--- src/core/tmz_pkg.sv ---
/*
  tmz_pkg: constants, register offsets, field positions and carrier types
  for the shared-prescaler timer/counter.
  Assumes one clock at 125 MHz; four clocks make one instruction cycle.
*/
package tmz_pkg;

  // ------------------------------------------------------------
  // bus geometry
  // ------------------------------------------------------------
  localparam int ADDR_W = 3;
  localparam int DATA_W = 8;

  // ------------------------------------------------------------
  // register offsets
  // ------------------------------------------------------------
  localparam logic [ADDR_W-1:0] OFS_OPTION = 3'h0;
  localparam logic [ADDR_W-1:0] OFS_COUNT = 3'h1;
  localparam logic [ADDR_W-1:0] OFS_CMPCTRL = 3'h7;

  // ------------------------------------------------------------
  // reset values
  // ------------------------------------------------------------
  localparam logic [DATA_W-1:0] RST_OPTION = 8'hFF;
  localparam logic [DATA_W-1:0] RST_COUNT = 8'h00;
  localparam logic [DATA_W-1:0] RST_CMPCTRL = 8'hFF;
  localparam logic [DATA_W-1:0] RST_PRESC = 8'h00;
  localparam logic [DATA_W-1:0] READ_ZERO = 8'h00;

  // ------------------------------------------------------------
  // field positions
  // ------------------------------------------------------------
  localparam int OPT_SRC_SEL = 5;
  localparam int OPT_EDGE_SEL = 4;
  localparam int OPT_ASSIGN = 3;
  localparam int OPT_RATIO_LO = 0;
  localparam int RATIO_W = 3;
  localparam int CMP_PIN_OUT_DIS = 6;
  localparam int CMP_SRC_N = 4;

  // ------------------------------------------------------------
  // phase timing: four clocks per instruction cycle
  // ------------------------------------------------------------
  localparam int PHASE_W = 2;
  localparam logic [PHASE_W-1:0] PH_Q1 = 2'h0;
  localparam logic [PHASE_W-1:0] PH_Q2 = 2'h1;
  localparam logic [PHASE_W-1:0] PH_Q4 = 2'h3;
  localparam int INHIBIT_W = 2;
  localparam logic [INHIBIT_W-1:0] INHIBIT_CYCLES = 2'h2;
  localparam logic [INHIBIT_W-1:0] INHIBIT_STEP = 2'h1;
  localparam logic [INHIBIT_W-1:0] INHIBIT_NONE = 2'h0;
  localparam logic [DATA_W-1:0] COUNT_STEP = 8'h01;

  // ------------------------------------------------------------
  // carrier types
  // ------------------------------------------------------------
  typedef struct packed {
    logic [ADDR_W-1:0] addr;
    logic [DATA_W-1:0] wdata;
    logic wr;
    logic rd;
  } tmz_bus_req_t;

  typedef struct packed {
    logic drive;
    logic level;
  } tmz_pin_drv_t;

endpackage : tmz_pkg

--- src/core/tmz_timer.sv ---
/*
  tmz_timer: 8-bit timer/counter with a prescaler shared with the
  watchdog, external pin or comparator source, edge select, write
  inhibit and phase sampling of the external count level.
  Assumes the watchdog supplies its raw tick and clear pulses on mclk,
  the comparator output and the external pin arrive asynchronously,
  and the register port is a plain strobe port with no wait states.
*/
`timescale 1ns/100ps
module tmz_timer
  import tmz_pkg::*;
(
  input wire logic mclk,
  input wire logic reset_n,
  input wire logic [ADDR_W-1:0] regAddr,
  input wire logic [DATA_W-1:0] regWdata,
  input wire logic regWr,
  input wire logic regRd,
  output logic [DATA_W-1:0] regRdata,
  input wire logic timerExtClkPinIn,
  output logic timerExtClkPinOut,
  output logic timerExtClkPinOe,
  input wire logic comparatorOut,
  input wire logic gpioPinLevel,
  input wire logic gpioPinDrive,
  input wire logic watchdogTick,
  input wire logic watchdogClearInstr,
  output logic watchdogTickOut,
  output logic [DATA_W-1:0] timerCount
);

  // ------------------------------------------------------------
  // bus request bundle
  // ------------------------------------------------------------
  tmz_bus_req_t busReq;
  assign busReq.addr = regAddr;
  assign busReq.wdata = regWdata;
  assign busReq.wr = regWr;
  assign busReq.rd = regRd;

  // ------------------------------------------------------------
  // software visible registers
  // ------------------------------------------------------------
  logic [DATA_W-1:0] option_r;
  logic [DATA_W-1:0] cmpCtrl_r;
  logic [DATA_W-1:0] timerCount_r;
  logic [DATA_W-1:0] timerCount_nxt;
  logic [DATA_W-1:0] rdata_r;
  logic [DATA_W-1:0] rdata_nxt;

  // address decode
  wire hitOption = busReq.addr == OFS_OPTION;
  wire hitCount = busReq.addr == OFS_COUNT;
  wire hitCmpCtrl = busReq.addr == OFS_CMPCTRL;
  wire wrOption = busReq.wr & hitOption;
  wire wrCount = busReq.wr & hitCount;
  wire wrCmpCtrl = busReq.wr & hitCmpCtrl;

  // configuration fields
  wire srcSel = option_r[OPT_SRC_SEL];
  wire edgeSel = option_r[OPT_EDGE_SEL];
  wire toWatchdog = option_r[OPT_ASSIGN];
  wire toTimer = ~toWatchdog;
  wire [RATIO_W-1:0] ratio = option_r[OPT_RATIO_LO +: RATIO_W];
  wire cmpSrcN = cmpCtrl_r[CMP_SRC_N];
  wire pinOutDis = cmpCtrl_r[CMP_PIN_OUT_DIS];

  // ------------------------------------------------------------
  // instruction phase generator
  // ------------------------------------------------------------
  logic [PHASE_W-1:0] qPhase_r;
  wire q2En = qPhase_r == PH_Q2;
  wire q4En = qPhase_r == PH_Q4;
  wire cycleEnd = q4En;

  // phase counter wraps Q1..Q4
  always_ff @(posedge mclk or negedge reset_n) begin
    if (!reset_n) begin
      qPhase_r <= PH_Q1;
    end else begin
      qPhase_r <= qPhase_r + 2'h1;
    end
  end

  // ------------------------------------------------------------
  // asynchronous inputs into the mclk domain
  // ------------------------------------------------------------
  logic [1:0] syncIn;
  tmz_sync2 #(
    .WIDTH(2)
  ) u_sync (
    .mclk(mclk),
    .reset_n(reset_n),
    .asyncIn({comparatorOut, timerExtClkPinIn}),
    .syncOut(syncIn)
  );
  wire pinSync = syncIn[0];
  wire cmpSync = syncIn[1];

  // ------------------------------------------------------------
  // count source and edge selection
  // ------------------------------------------------------------
  // pin input path stays live even while comparator drives the pin
  wire srcLevel = cmpSrcN ? pinSync : cmpSync;
  // inverting turns falling edges into rising ones
  wire edgeLevel = srcLevel ^ edgeSel;
  logic edgePrev_r;
  wire srcRise = edgeLevel & ~edgePrev_r;

  // previous level for edge detection
  always_ff @(posedge mclk or negedge reset_n) begin
    if (!reset_n) begin
      edgePrev_r <= RST_OPTION[OPT_EDGE_SEL]; // idle level, no false edge
    end else begin
      edgePrev_r <= edgeLevel;
    end
  end

  // ------------------------------------------------------------
  // shared prescaler
  // ------------------------------------------------------------
  // in timer mode the prescaler eats cycles, in counter mode edges
  wire timerTick = srcSel ? srcRise : cycleEnd;
  wire prescEn = toTimer ? timerTick : watchdogTick;
  wire prescClr = (toTimer & wrCount) | (toWatchdog & watchdogClearInstr);
  logic prescTap;
  logic prescRise;

  tmz_prescaler u_presc (
    .mclk(mclk),
    .reset_n(reset_n),
    .countEn(prescEn),
    .clear(prescClr),
    .ratio(ratio),
    .tapLevel(prescTap),
    .tapRise(prescRise)
  );

  // ------------------------------------------------------------
  // phase sampling of the prescaler output
  // ------------------------------------------------------------
  // without prescaler the output equals the selected external level
  wire sampLevel = toTimer ? prescTap : edgeLevel;
  wire sampEn = q2En | q4En;
  logic sampled_r;
  wire sampRise = sampEn & sampLevel & ~sampled_r;

  // sampled level, refreshed on Q2 and Q4 only
  always_ff @(posedge mclk or negedge reset_n) begin
    if (!reset_n) begin
      sampled_r <= RST_OPTION[OPT_EDGE_SEL]; // idle level, no false rise
    end else if (sampEn) begin
      sampled_r <= sampLevel;
    end
  end

  // ------------------------------------------------------------
  // increment inhibit after a count write
  // ------------------------------------------------------------
  logic [INHIBIT_W-1:0] inhibit_r;
  logic [INHIBIT_W-1:0] inhibit_nxt;
  wire inhibited = inhibit_r != INHIBIT_NONE;

  // load on write, step down at each cycle end
  always_comb begin
    inhibit_nxt = inhibit_r;
    if (wrCount) begin
      inhibit_nxt = INHIBIT_CYCLES;
    end else if (cycleEnd && inhibited) begin
      inhibit_nxt = inhibit_r - INHIBIT_STEP;
    end
  end

  always_ff @(posedge mclk or negedge reset_n) begin
    if (!reset_n) begin
      inhibit_r <= INHIBIT_NONE;
    end else begin
      inhibit_r <= inhibit_nxt;
    end
  end

  // ------------------------------------------------------------
  // count register
  // ------------------------------------------------------------
  // timer mode: each cycle, or each prescaler tap rise
  wire timerModeInc = toTimer ? prescRise : cycleEnd;
  // counter mode: rise of the phase-sampled level
  wire counterModeInc = sampRise;
  wire incReq = srcSel ? counterModeInc : timerModeInc;
  wire incTimer = incReq & ~inhibited;

  // software write beats an increment in the same cycle
  always_comb begin
    timerCount_nxt = timerCount_r;
    if (wrCount) begin
      timerCount_nxt = busReq.wdata;
    end else if (incTimer) begin
      timerCount_nxt = timerCount_r + COUNT_STEP;
    end
  end

  always_ff @(posedge mclk or negedge reset_n) begin
    if (!reset_n) begin
      timerCount_r <= RST_COUNT;
    end else begin
      timerCount_r <= timerCount_nxt;
    end
  end
  assign timerCount = timerCount_r;

  // ------------------------------------------------------------
  // configuration registers
  // ------------------------------------------------------------
  always_ff @(posedge mclk or negedge reset_n) begin
    if (!reset_n) begin
      option_r <= RST_OPTION;
    end else if (wrOption) begin
      option_r <= busReq.wdata;
    end
  end

  always_ff @(posedge mclk or negedge reset_n) begin
    if (!reset_n) begin
      cmpCtrl_r <= RST_CMPCTRL;
    end else if (wrCmpCtrl) begin
      cmpCtrl_r <= busReq.wdata;
    end
  end

  // ------------------------------------------------------------
  // read port, data one cycle after the strobe
  // ------------------------------------------------------------
  // prescaler has no address and never reads back
  always_comb begin
    rdata_nxt = READ_ZERO;
    if (busReq.rd) begin
      if (hitOption) begin
        rdata_nxt = option_r;
      end else if (hitCount) begin
        rdata_nxt = timerCount_r;
      end else if (hitCmpCtrl) begin
        rdata_nxt = cmpCtrl_r;
      end
    end
  end

  always_ff @(posedge mclk or negedge reset_n) begin
    if (!reset_n) begin
      rdata_r <= READ_ZERO;
    end else begin
      rdata_r <= rdata_nxt;
    end
  end
  assign regRdata = rdata_r;

  // ------------------------------------------------------------
  // external clock pin direction and level
  // ------------------------------------------------------------
  tmz_pin_drv_t pinDrv_nxt;
  tmz_pin_drv_t pinDrv_r;

  // source select takes the pin away from the port logic
  always_comb begin
    pinDrv_nxt.drive = gpioPinDrive;
    pinDrv_nxt.level = gpioPinLevel;
    if (srcSel) begin
      pinDrv_nxt.drive = cmpSrcN & ~pinOutDis;
      pinDrv_nxt.level = cmpSync;
    end
  end

  always_ff @(posedge mclk or negedge reset_n) begin
    if (!reset_n) begin
      pinDrv_r <= '0;
    end else begin
      pinDrv_r <= pinDrv_nxt;
    end
  end
  assign timerExtClkPinOe = pinDrv_r.drive;
  assign timerExtClkPinOut = pinDrv_r.level;

  // ------------------------------------------------------------
  // watchdog tick, divided only while it owns the prescaler
  // ------------------------------------------------------------
  logic wdTickOut_r;
  wire wdTickNxt = toWatchdog ? prescRise : watchdogTick;

  always_ff @(posedge mclk or negedge reset_n) begin
    if (!reset_n) begin
      wdTickOut_r <= 1'b0;
    end else begin
      wdTickOut_r <= wdTickNxt;
    end
  end
  assign watchdogTickOut = wdTickOut_r;

endmodule : tmz_timer

--- src/core/tmz_sync2.sv ---
/*
  tmz_sync2: two flip-flop synchroniser, one stage pair per bit.
  Assumes inputs arrive from outside the mclk domain.
*/
`timescale 1ns/100ps
module tmz_sync2 #(
  parameter int WIDTH = 2
) (
  input wire logic mclk,
  input wire logic reset_n,
  input wire logic [WIDTH-1:0] asyncIn,
  output logic [WIDTH-1:0] syncOut
);

  // ------------------------------------------------------------
  // per bit stage pair
  // ------------------------------------------------------------
  genvar gi;
  generate
    for (gi = 0; gi < WIDTH; gi = gi + 1) begin : g_bit
      logic meta_r;
      logic stable_r;
      // first stage feeds only the second
      always_ff @(posedge mclk or negedge reset_n) begin
        if (!reset_n) begin
          meta_r <= 1'b0;
          stable_r <= 1'b0;
        end else begin
          meta_r <= asyncIn[gi];
          stable_r <= meta_r;
        end
      end
      assign syncOut[gi] = stable_r;
    end
  endgenerate

endmodule : tmz_sync2

--- src/core/tmz_prescaler.sv ---
/*
  tmz_prescaler: the shared 8-bit dividing counter, hidden from software.
  Assumes count enable and clear are one-cycle pulses on mclk.
*/
`timescale 1ns/100ps
module tmz_prescaler
  import tmz_pkg::*;
(
  input wire logic mclk,
  input wire logic reset_n,
  input wire logic countEn,
  input wire logic clear,
  input wire logic [RATIO_W-1:0] ratio,
  output logic tapLevel,
  output logic tapRise
);

  logic [DATA_W-1:0] cnt_r;
  logic [DATA_W-1:0] cnt_nxt;
  wire [DATA_W-1:0] cntInc = cnt_r + COUNT_STEP;

  // tap bit ratio: 000 taps bit 0 for 1:2, 111 taps bit 7 for 1:256
  assign tapLevel = cnt_r[ratio];
  assign tapRise = countEn & ~clear & ~cnt_r[ratio] & cntInc[ratio];

  // clear wins over a count in the same cycle
  assign cnt_nxt = clear ? RST_PRESC : (countEn ? cntInc : cnt_r);

  // counter register, zeros on every reset
  always_ff @(posedge mclk or negedge reset_n) begin
    if (!reset_n) begin
      cnt_r <= RST_PRESC;
    end else begin
      cnt_r <= cnt_nxt;
    end
  end

endmodule : tmz_prescaler

--- config.mk ---
export PLATFORM = sky130hd
export DESIGN_NAME = tmz_timer
export DESIGN_NICKNAME = d
export VERILOG_FILES = /design/src/core/tmz_pkg.sv /design/src/core/tmz_timer.sv /design/src/core/tmz_sync2.sv /design/src/core/tmz_prescaler.sv
export SDC_FILE = /design/constraint.sdc
export NUM_CORES = 1
export LEC_CHECK = 0
export ABC_AREA = 1
export CORE_ASPECT_RATIO = 1.1
export CORE_MARGIN = 10
export CORE_UTILIZATION = 50
export CTS_CLUSTER_DIAMETER = 60
export DETAILED_ROUTE_END_ITERATION = 6
export DONT_BUFFER_PORTS = 1
export PLACE_DENSITY = 0.73
export SKIP_LAST_GASP = 1
export SLEW_MARGIN = 25
export SYNTH_ARGS = -nofsm -noshare
export SYNTH_HDL_FRONTEND = slang
export SYNTH_SLANG_ARGS = --single-unit
--- constraint.sdc ---
create_clock -name mclk -period 1.6 [get_ports mclk]
set_clock_uncertainty 0.1 [all_clocks]
set_input_delay 0.4 -clock mclk [delete_from_list [all_inputs] [get_ports mclk]]
set_output_delay 0.4 -clock mclk [all_outputs]
set_load 0.02 [all_outputs]
==> results.cfg, run 1 <==
[worst_setup_path]
worstSetupEndpointType = register
cp.depth = 11
worst-path-buf-inv = 1
slowest_stage = dfstp_2
r2r_setup_slack_ps = -300
worst_r2r_path_depth = 11
worstPathMaxFanout = 8
cp_data_required_time_ps = 1760
crit_path_start_kind = register
path_cells = buf_12 > o211ai_1 > nand3_1 > nand2_2 > nand2_2 > nand3_2 > a21boi_4 > nand2_8 > nand2_8 > nand2_2 > nand2_2
crit_type = reg -> reg
max_stage_delay_ps = 590
arrival_ps = 2060
critPathTopFamily = simple AND/OR/NAND/NOR gates
crit_top_cell = nand2_2

[cells_and_area]
utilization_pct = 63.9
num-fill-cells = 492
nets = 425
layout_common_cells = nand2_1 (90), buf_4 (45), inv_1 (40)
drive_gt1_share_pct = 30.8
layout_commonest_cell = nand2_1
antenna_cells = 0
area_growth_pct = 24.2
fin_cells = 475

[die]
rows = 28
coreArea_mm2 = 0.00540
start_util_pct = 51.4
die_y_um = 98.1
io-pin-count = 40
die_area_mm2 = 0.00893
die_w_um = 91.0

[clocking]
clk_pin_slew_ps = 100
clk_latency_ps = 310
cts_tree = yes
cts_root_buf = clkbuf_8
cts_buffer_depth = 2
cts_htree_levels = 2
cts.sinks = 53
numCtsBuffers = 5

[logic_synthesis]
syn_area_per_cell_um2 = 8.00
yosys.area_share.simple_pct = 28.0
synth_mux_area_share_pct = 0
synth-compound-area-share_pct = 13.4
synthDistinctLibCells = 35
synthAdderAreaFrac_pct = 2.25
ys_ff_latch = 53
synthCells = 347
synth.top_cell.area_share_pct = 31.6
synthesis.area_mm2 = 0.00278
syn-num-nets = 373
synth_edf_count = 0
synth_ff_type = dfrtp_1
async_flop_share_pct = 100
synth-xor-area-share_pct = 0.316
yosysWarnings = 0
synth_top_area_cell = dfrtp_1
synth_top_family_by_area = simple AND/OR/NAND/NOR gates
netlist_top_cells_area = dfrtp_1 (32%), dfstp_2 (17%), nand2_1 (14%)
ys_seq_area_share_pct = 48.6

[grt]
grt_usage_pct = 15.5
met1_usage_pct = 18.7
gr-usage-met3_pct = 4.29
grt_pass1_vias = 2543
grt_use_met2_pct = 26.0
grt_max_degree = 54
antenna_found_initial = 0
grt_pass1_wl_um = 11700
overflow = 0
top_usage_layer = met2

[placed_design]
dpl.hpwl_um = 5140
place_ws_ps = -297
dp.cells = 460
port_buffers = 0
place.gp.congestion = 0.912

[timing]
max-slew-margin-rel_pct = 78.3
holdWs_ps = -327
setup_viol = 14
fin_tns_setup_ps = -2620
period_needed_ps = 1900
slew_violations = 0
rsz0062_at_grt = true
post-route-period-util_pct = 119
hold_viol_final = 53
worst_slack_ps = -301
worst_slew_pin_slew_ps = 323
fmax_mhz = 526

[route]
ant_nets = 0
dr_total_vias = 2458
drc = 0
avgViaCountPerCell = 5.17
wl_um = 6800
drt_iter0_drc = 108
drt_pass1_iterations = 4
avgRoutedWirePerCell_um = 14.3

[worst_hold_path]
worstHoldPathType = in -> async

[flow_run]
drv_cap = 0

[status]
outcome = finished, violations left
violations = hold timing, setup timing

[power_and_ir_drop]
p_leak_nw = 1.64
ir_worst_vdd_v = 0.000674
power_density_mw_per_mm2 = 1270
-- Yosys cell counts (3+ instances only) --
| library cell | number |
|---|---|
| dfrtp_1 | 35 |
| ha_1 | 5 |
| a21oi_1 | 12 |
| or2_2 | 3 |
| o21ai_0 | 34 |
| inv_1 | 44 |
| nand3_1 | 34 |
| nand2_1 | 106 |
| a22oi_1 | 7 |
| clkbuf_1 | 3 |
| nor2_1 | 11 |
| dfstp_2 | 18 |
| nand2_2 | 6 |
-- metrics by stage --
step           area, um^2  power [W]
2_1_floorplan        2790    0.00280
3_3_place_gp         3190    0.00337
3_5_place_dp         3190    0.00342
4_1_cts              3330    0.00425
5_1_grt              3450    0.00469
6_report             3450    0.00439
-- path summary, 6_finish.rpt --
check,to,start
hold / removal,u_presc.cnt_r[6],reset_n
setup / recovery,timerCount[6],option_r[0]
hold reg to reg,u_sync.g_bit[0].stable_r,u_sync.g_bit[0].meta_r
min in group mclk,timerExtClkPinOut,gpioPinLevel
max in group asynchronous,option_r[1],reset_n
setup reg to reg,timerCount[6],option_r[0]
-- timing repair --
item,CTS,global route
gates cloned,1,0
gates resized for setup,7,28
endpoints found under the setup margin,15,17
hold endpoints to repair,53,55
setup buffers,2,2
pin swaps,2,14
-- power breakdown --
group	internal (W)	switching, W
Sequential	0.00166	0.000268
Combinational	0.000766	0.000931
Clock	0.000311	0.000453
-- state kept, by name, indices dropped and copies added (netlist names) --
register               cells
watchdogTickOut            1
edgePrev_r                 1
u_sync.g_bit.stable_r      2
timerExtClkPinOut          1
regRdata                   8
u_presc.cnt_r              8
timerCount                 8
option_r                   8
timerExtClkPinOe           1
sampled_r                  1
cmpCtrl_r                  8
u_sync.g_bit.meta_r        2
inhibit_r                  2
qPhase_r                   2
-- layout make-up --
cell class / count / area, um^2 / share of cell area [%]
flip-flops and latches: 53 / 1350 / 39.2
multi-input cells: 243 / 1340 / 39.0
repair buffers: 49 / 389 / 11.3
inverters: 47 / 180 / 5.23
well taps: 75 / 93.8 / 2.72
clock buffers: 5 / 68.8 / 2.00
clock inverters: 3 / 21.3 / 0.617
-- kinds of logic (layout without fill, tap and decap cells) --
| family | count (synthesis) | count (layout) |
|---|---|---|
| xor+xnor | 1 | 1 |
| fa+ha+maj | 5 | 5 |
| compound gates | 65 | 65 |
| flops | 53 | 53 |
| buf+inv | 52 | 104 |
| simple gates | 171 | 172 |
-- metal layers --
metal / part of all wire (%) / routed length [um]
met5: 0 / 0
met4: 1.7 / 118
met3: 5.4 / 370
met2: 49 / 3310
met1: 44 / 3010
No activity file was read; power rests on OpenSTA's default activity.
==> run 2, diff against run 1 <==
Settings changed: CORE_UTILIZATION 50 to 38, PLACE_DENSITY 0.73 to 0.59.
==> run 2 against run 1 <==
- the flow still finishes with violations (hold timing, setup timing)
- critical path depth increased by 2
- first-iteration DRC count is 24% lower
- wire length is 3.1% higher
- die area grew 25%
- clock power up 9.9%
- global-route usage is 2.9 points lower
- register-to-register slack worse by 60 ps
- final area rose by 3.1%
- non-clock buffer count rose by 7
- setup slack got worse by 62 ps
- cell count is 3.6% higher
==> results.cfg, run 2 (synthesis results as in run 1) <==
[status]
outcome = finished, violations left
violations = hold timing, setup timing

[clocking]
clk_latency_ps = 310
cts_tree = yes
clk_pin_slew_ps = 100
cts_buffer_depth = 2
cts_root_buf = clkbuf_8
hold_buffers = 2
cts.sinks = 53
numCtsBuffers = 5
cts_htree_levels = 2

[placed_design]
port_buffers = 0
dp.cells = 475
place.gp.congestion = 0.876
place_ws_ps = -274
dpl.hpwl_um = 5290

[route]
drt_pass1_iterations = 4
avgRoutedWirePerCell_um = 14.3
drc = 0
avgViaCountPerCell = 5.03
wl_met1_um = 3160
drt_iter0_drc = 82
dr_total_vias = 2476
top_layer = met4
dr_wl_met2_um = 3340
ant_nets = 0
wl_um = 7010
route.met3.wl_um = 427

[timing]
holdWs_ps = -337
setup_viol = 15
period_needed_ps = 1960
hold_viol_final = 53
worst_slack_ps = -363
worst_slew_pin_slew_ps = 346
rsz0062_at_grt = true
fmax_mhz = 510
slew_violations = 0
fin_tns_setup_ps = -3050
post-route-period-util_pct = 123
max-slew-margin-rel_pct = 76.8

[cells_and_area]
layout_commonest_cell = nand2_1
regArea_mm2 = 0.00135
nets = 432
utilization_pct = 50.4
layout_common_cells = nand2_1 (92), buf_4 (49), inv_1 (40)
multi_input_area_mm2 = 0.00137
antenna_cells = 0
num-fill-cells = 689
fin_cells = 492
area_growth_pct = 28.1
drive_gt1_share_pct = 32.2

[die]
coreArea_mm2 = 0.00705
die_area_mm2 = 0.0111
die_w_um = 101
rows = 32
die_y_um = 110
start_util_pct = 39.4
io-pin-count = 40

[grt]
grt_pass1_wl_um = 11300
grt_pass1_vias = 2310
antenna_found_initial = 0
grt_max_degree = 54
overflow = 0
grt_usage_pct = 12.6

[power_and_ir_drop]
power_density_mw_per_mm2 = 1270
ir_worst_vdd_v = 0.000614
p_leak_nw = 1.70

[worst_setup_path]
worstPathMaxFanout = 8
crit_type = reg -> reg
r2r_end = timerCount[0]
cp_data_required_time_ps = 1720
endpoint = timerCount[0]
crit_path_start_kind = register
worst_r2r_path_depth = 13
r2r_setup_slack_ps = -360
r2r-start = option_r[0]
worstSetupStartpoint = option_r[0]
arrival_ps = 2080
worstSetupEndpointType = register

[flow_run]
drv_cap = 0

[worst_hold_path]
worstHoldPathType = in -> async
## run 2: critical path, cell delays in order, from the launching register on
cell and delay, ps:
dfstp_2 590, buf_12 130, nand2_2 50, nand2_1 50
nand2_1 60, nand3_2 70, nand2_2 70, nand2_2 80
nand3_2 80, a21boi_4 250, buf_6 140, nand2_2 70
nand3_1 80, nand2_1 60
## run 2: layout make-up
cell class,instances,share of cell area [%]
Clock buffer,6,2.32
Clock inverter,2,0.493
Inverter,47,5.07
Multi-Input combinational cell,243,38.4
Sequential cell,53,38.0
Tap cell,85,2.99
Timing Repair Buffer,56,12.7
## run 2: worst min-delay path by stage
| stage | start | to | slack (ps) | depth (start not counted) |
|---|---|---|---|---|
| after CTS | reset_n | u_presc.cnt_r[5] | -350 | 0 |
| after global routing | reset_n | u_presc.cnt_r[5] | -360 | 0 |
| final | reset_n | u_presc.cnt_r[4] | -340 | 0 |
| after global placement | reset_n | u_presc.cnt_r[4] | 7 | 0 |
| after floorplan | reset_n | inhibit_r[0] | 4 | 0 |
| after detailed placement | reset_n | u_presc.cnt_r[4] | 7 | 0 |
## run 2: layer usage
layer  GRT usage [%]  vias up
met5               0        -
met4            3.88        0
met3            3.33        7
met2            19.7       56
met1            16.6     1167
li1                -     1246
## run 2: metrics by stage
step / hold slack [ps] / instance area [um^2] / power (W)
finish: -337 / 3550 / 0.00452
global route: -356 / 3550 / 0.00483
CTS: -346 / 3370 / 0.00430
detailed placement: 6.90 / 3240 / 0.00343
global placement: 6.67 / 3240 / 0.00340
floorplan: 4.41 / 2790 / 0.00280
## run 2: repair_timing
item / 4_1_cts / 5_1_grt
pin swaps: 2 / 12
hold endpoints to repair: 55 / 53
gates cloned: 0 / 1
setup buffers: 0 / 6
endpoints found under the setup margin: 14 / 18
gates resized for setup: 2 / 39
## run 2: report_power, final
part	leakage, nW	switching (W)	internal, W	total [W]
Clock	0.0518	0.000480	0.000361	0.000840
Sequential	0.642	0.000277	0.00166	0.00193
Combinational	1.00	0.000930	0.000819	0.00175
Total	1.70	0.00169	0.00284	0.00452
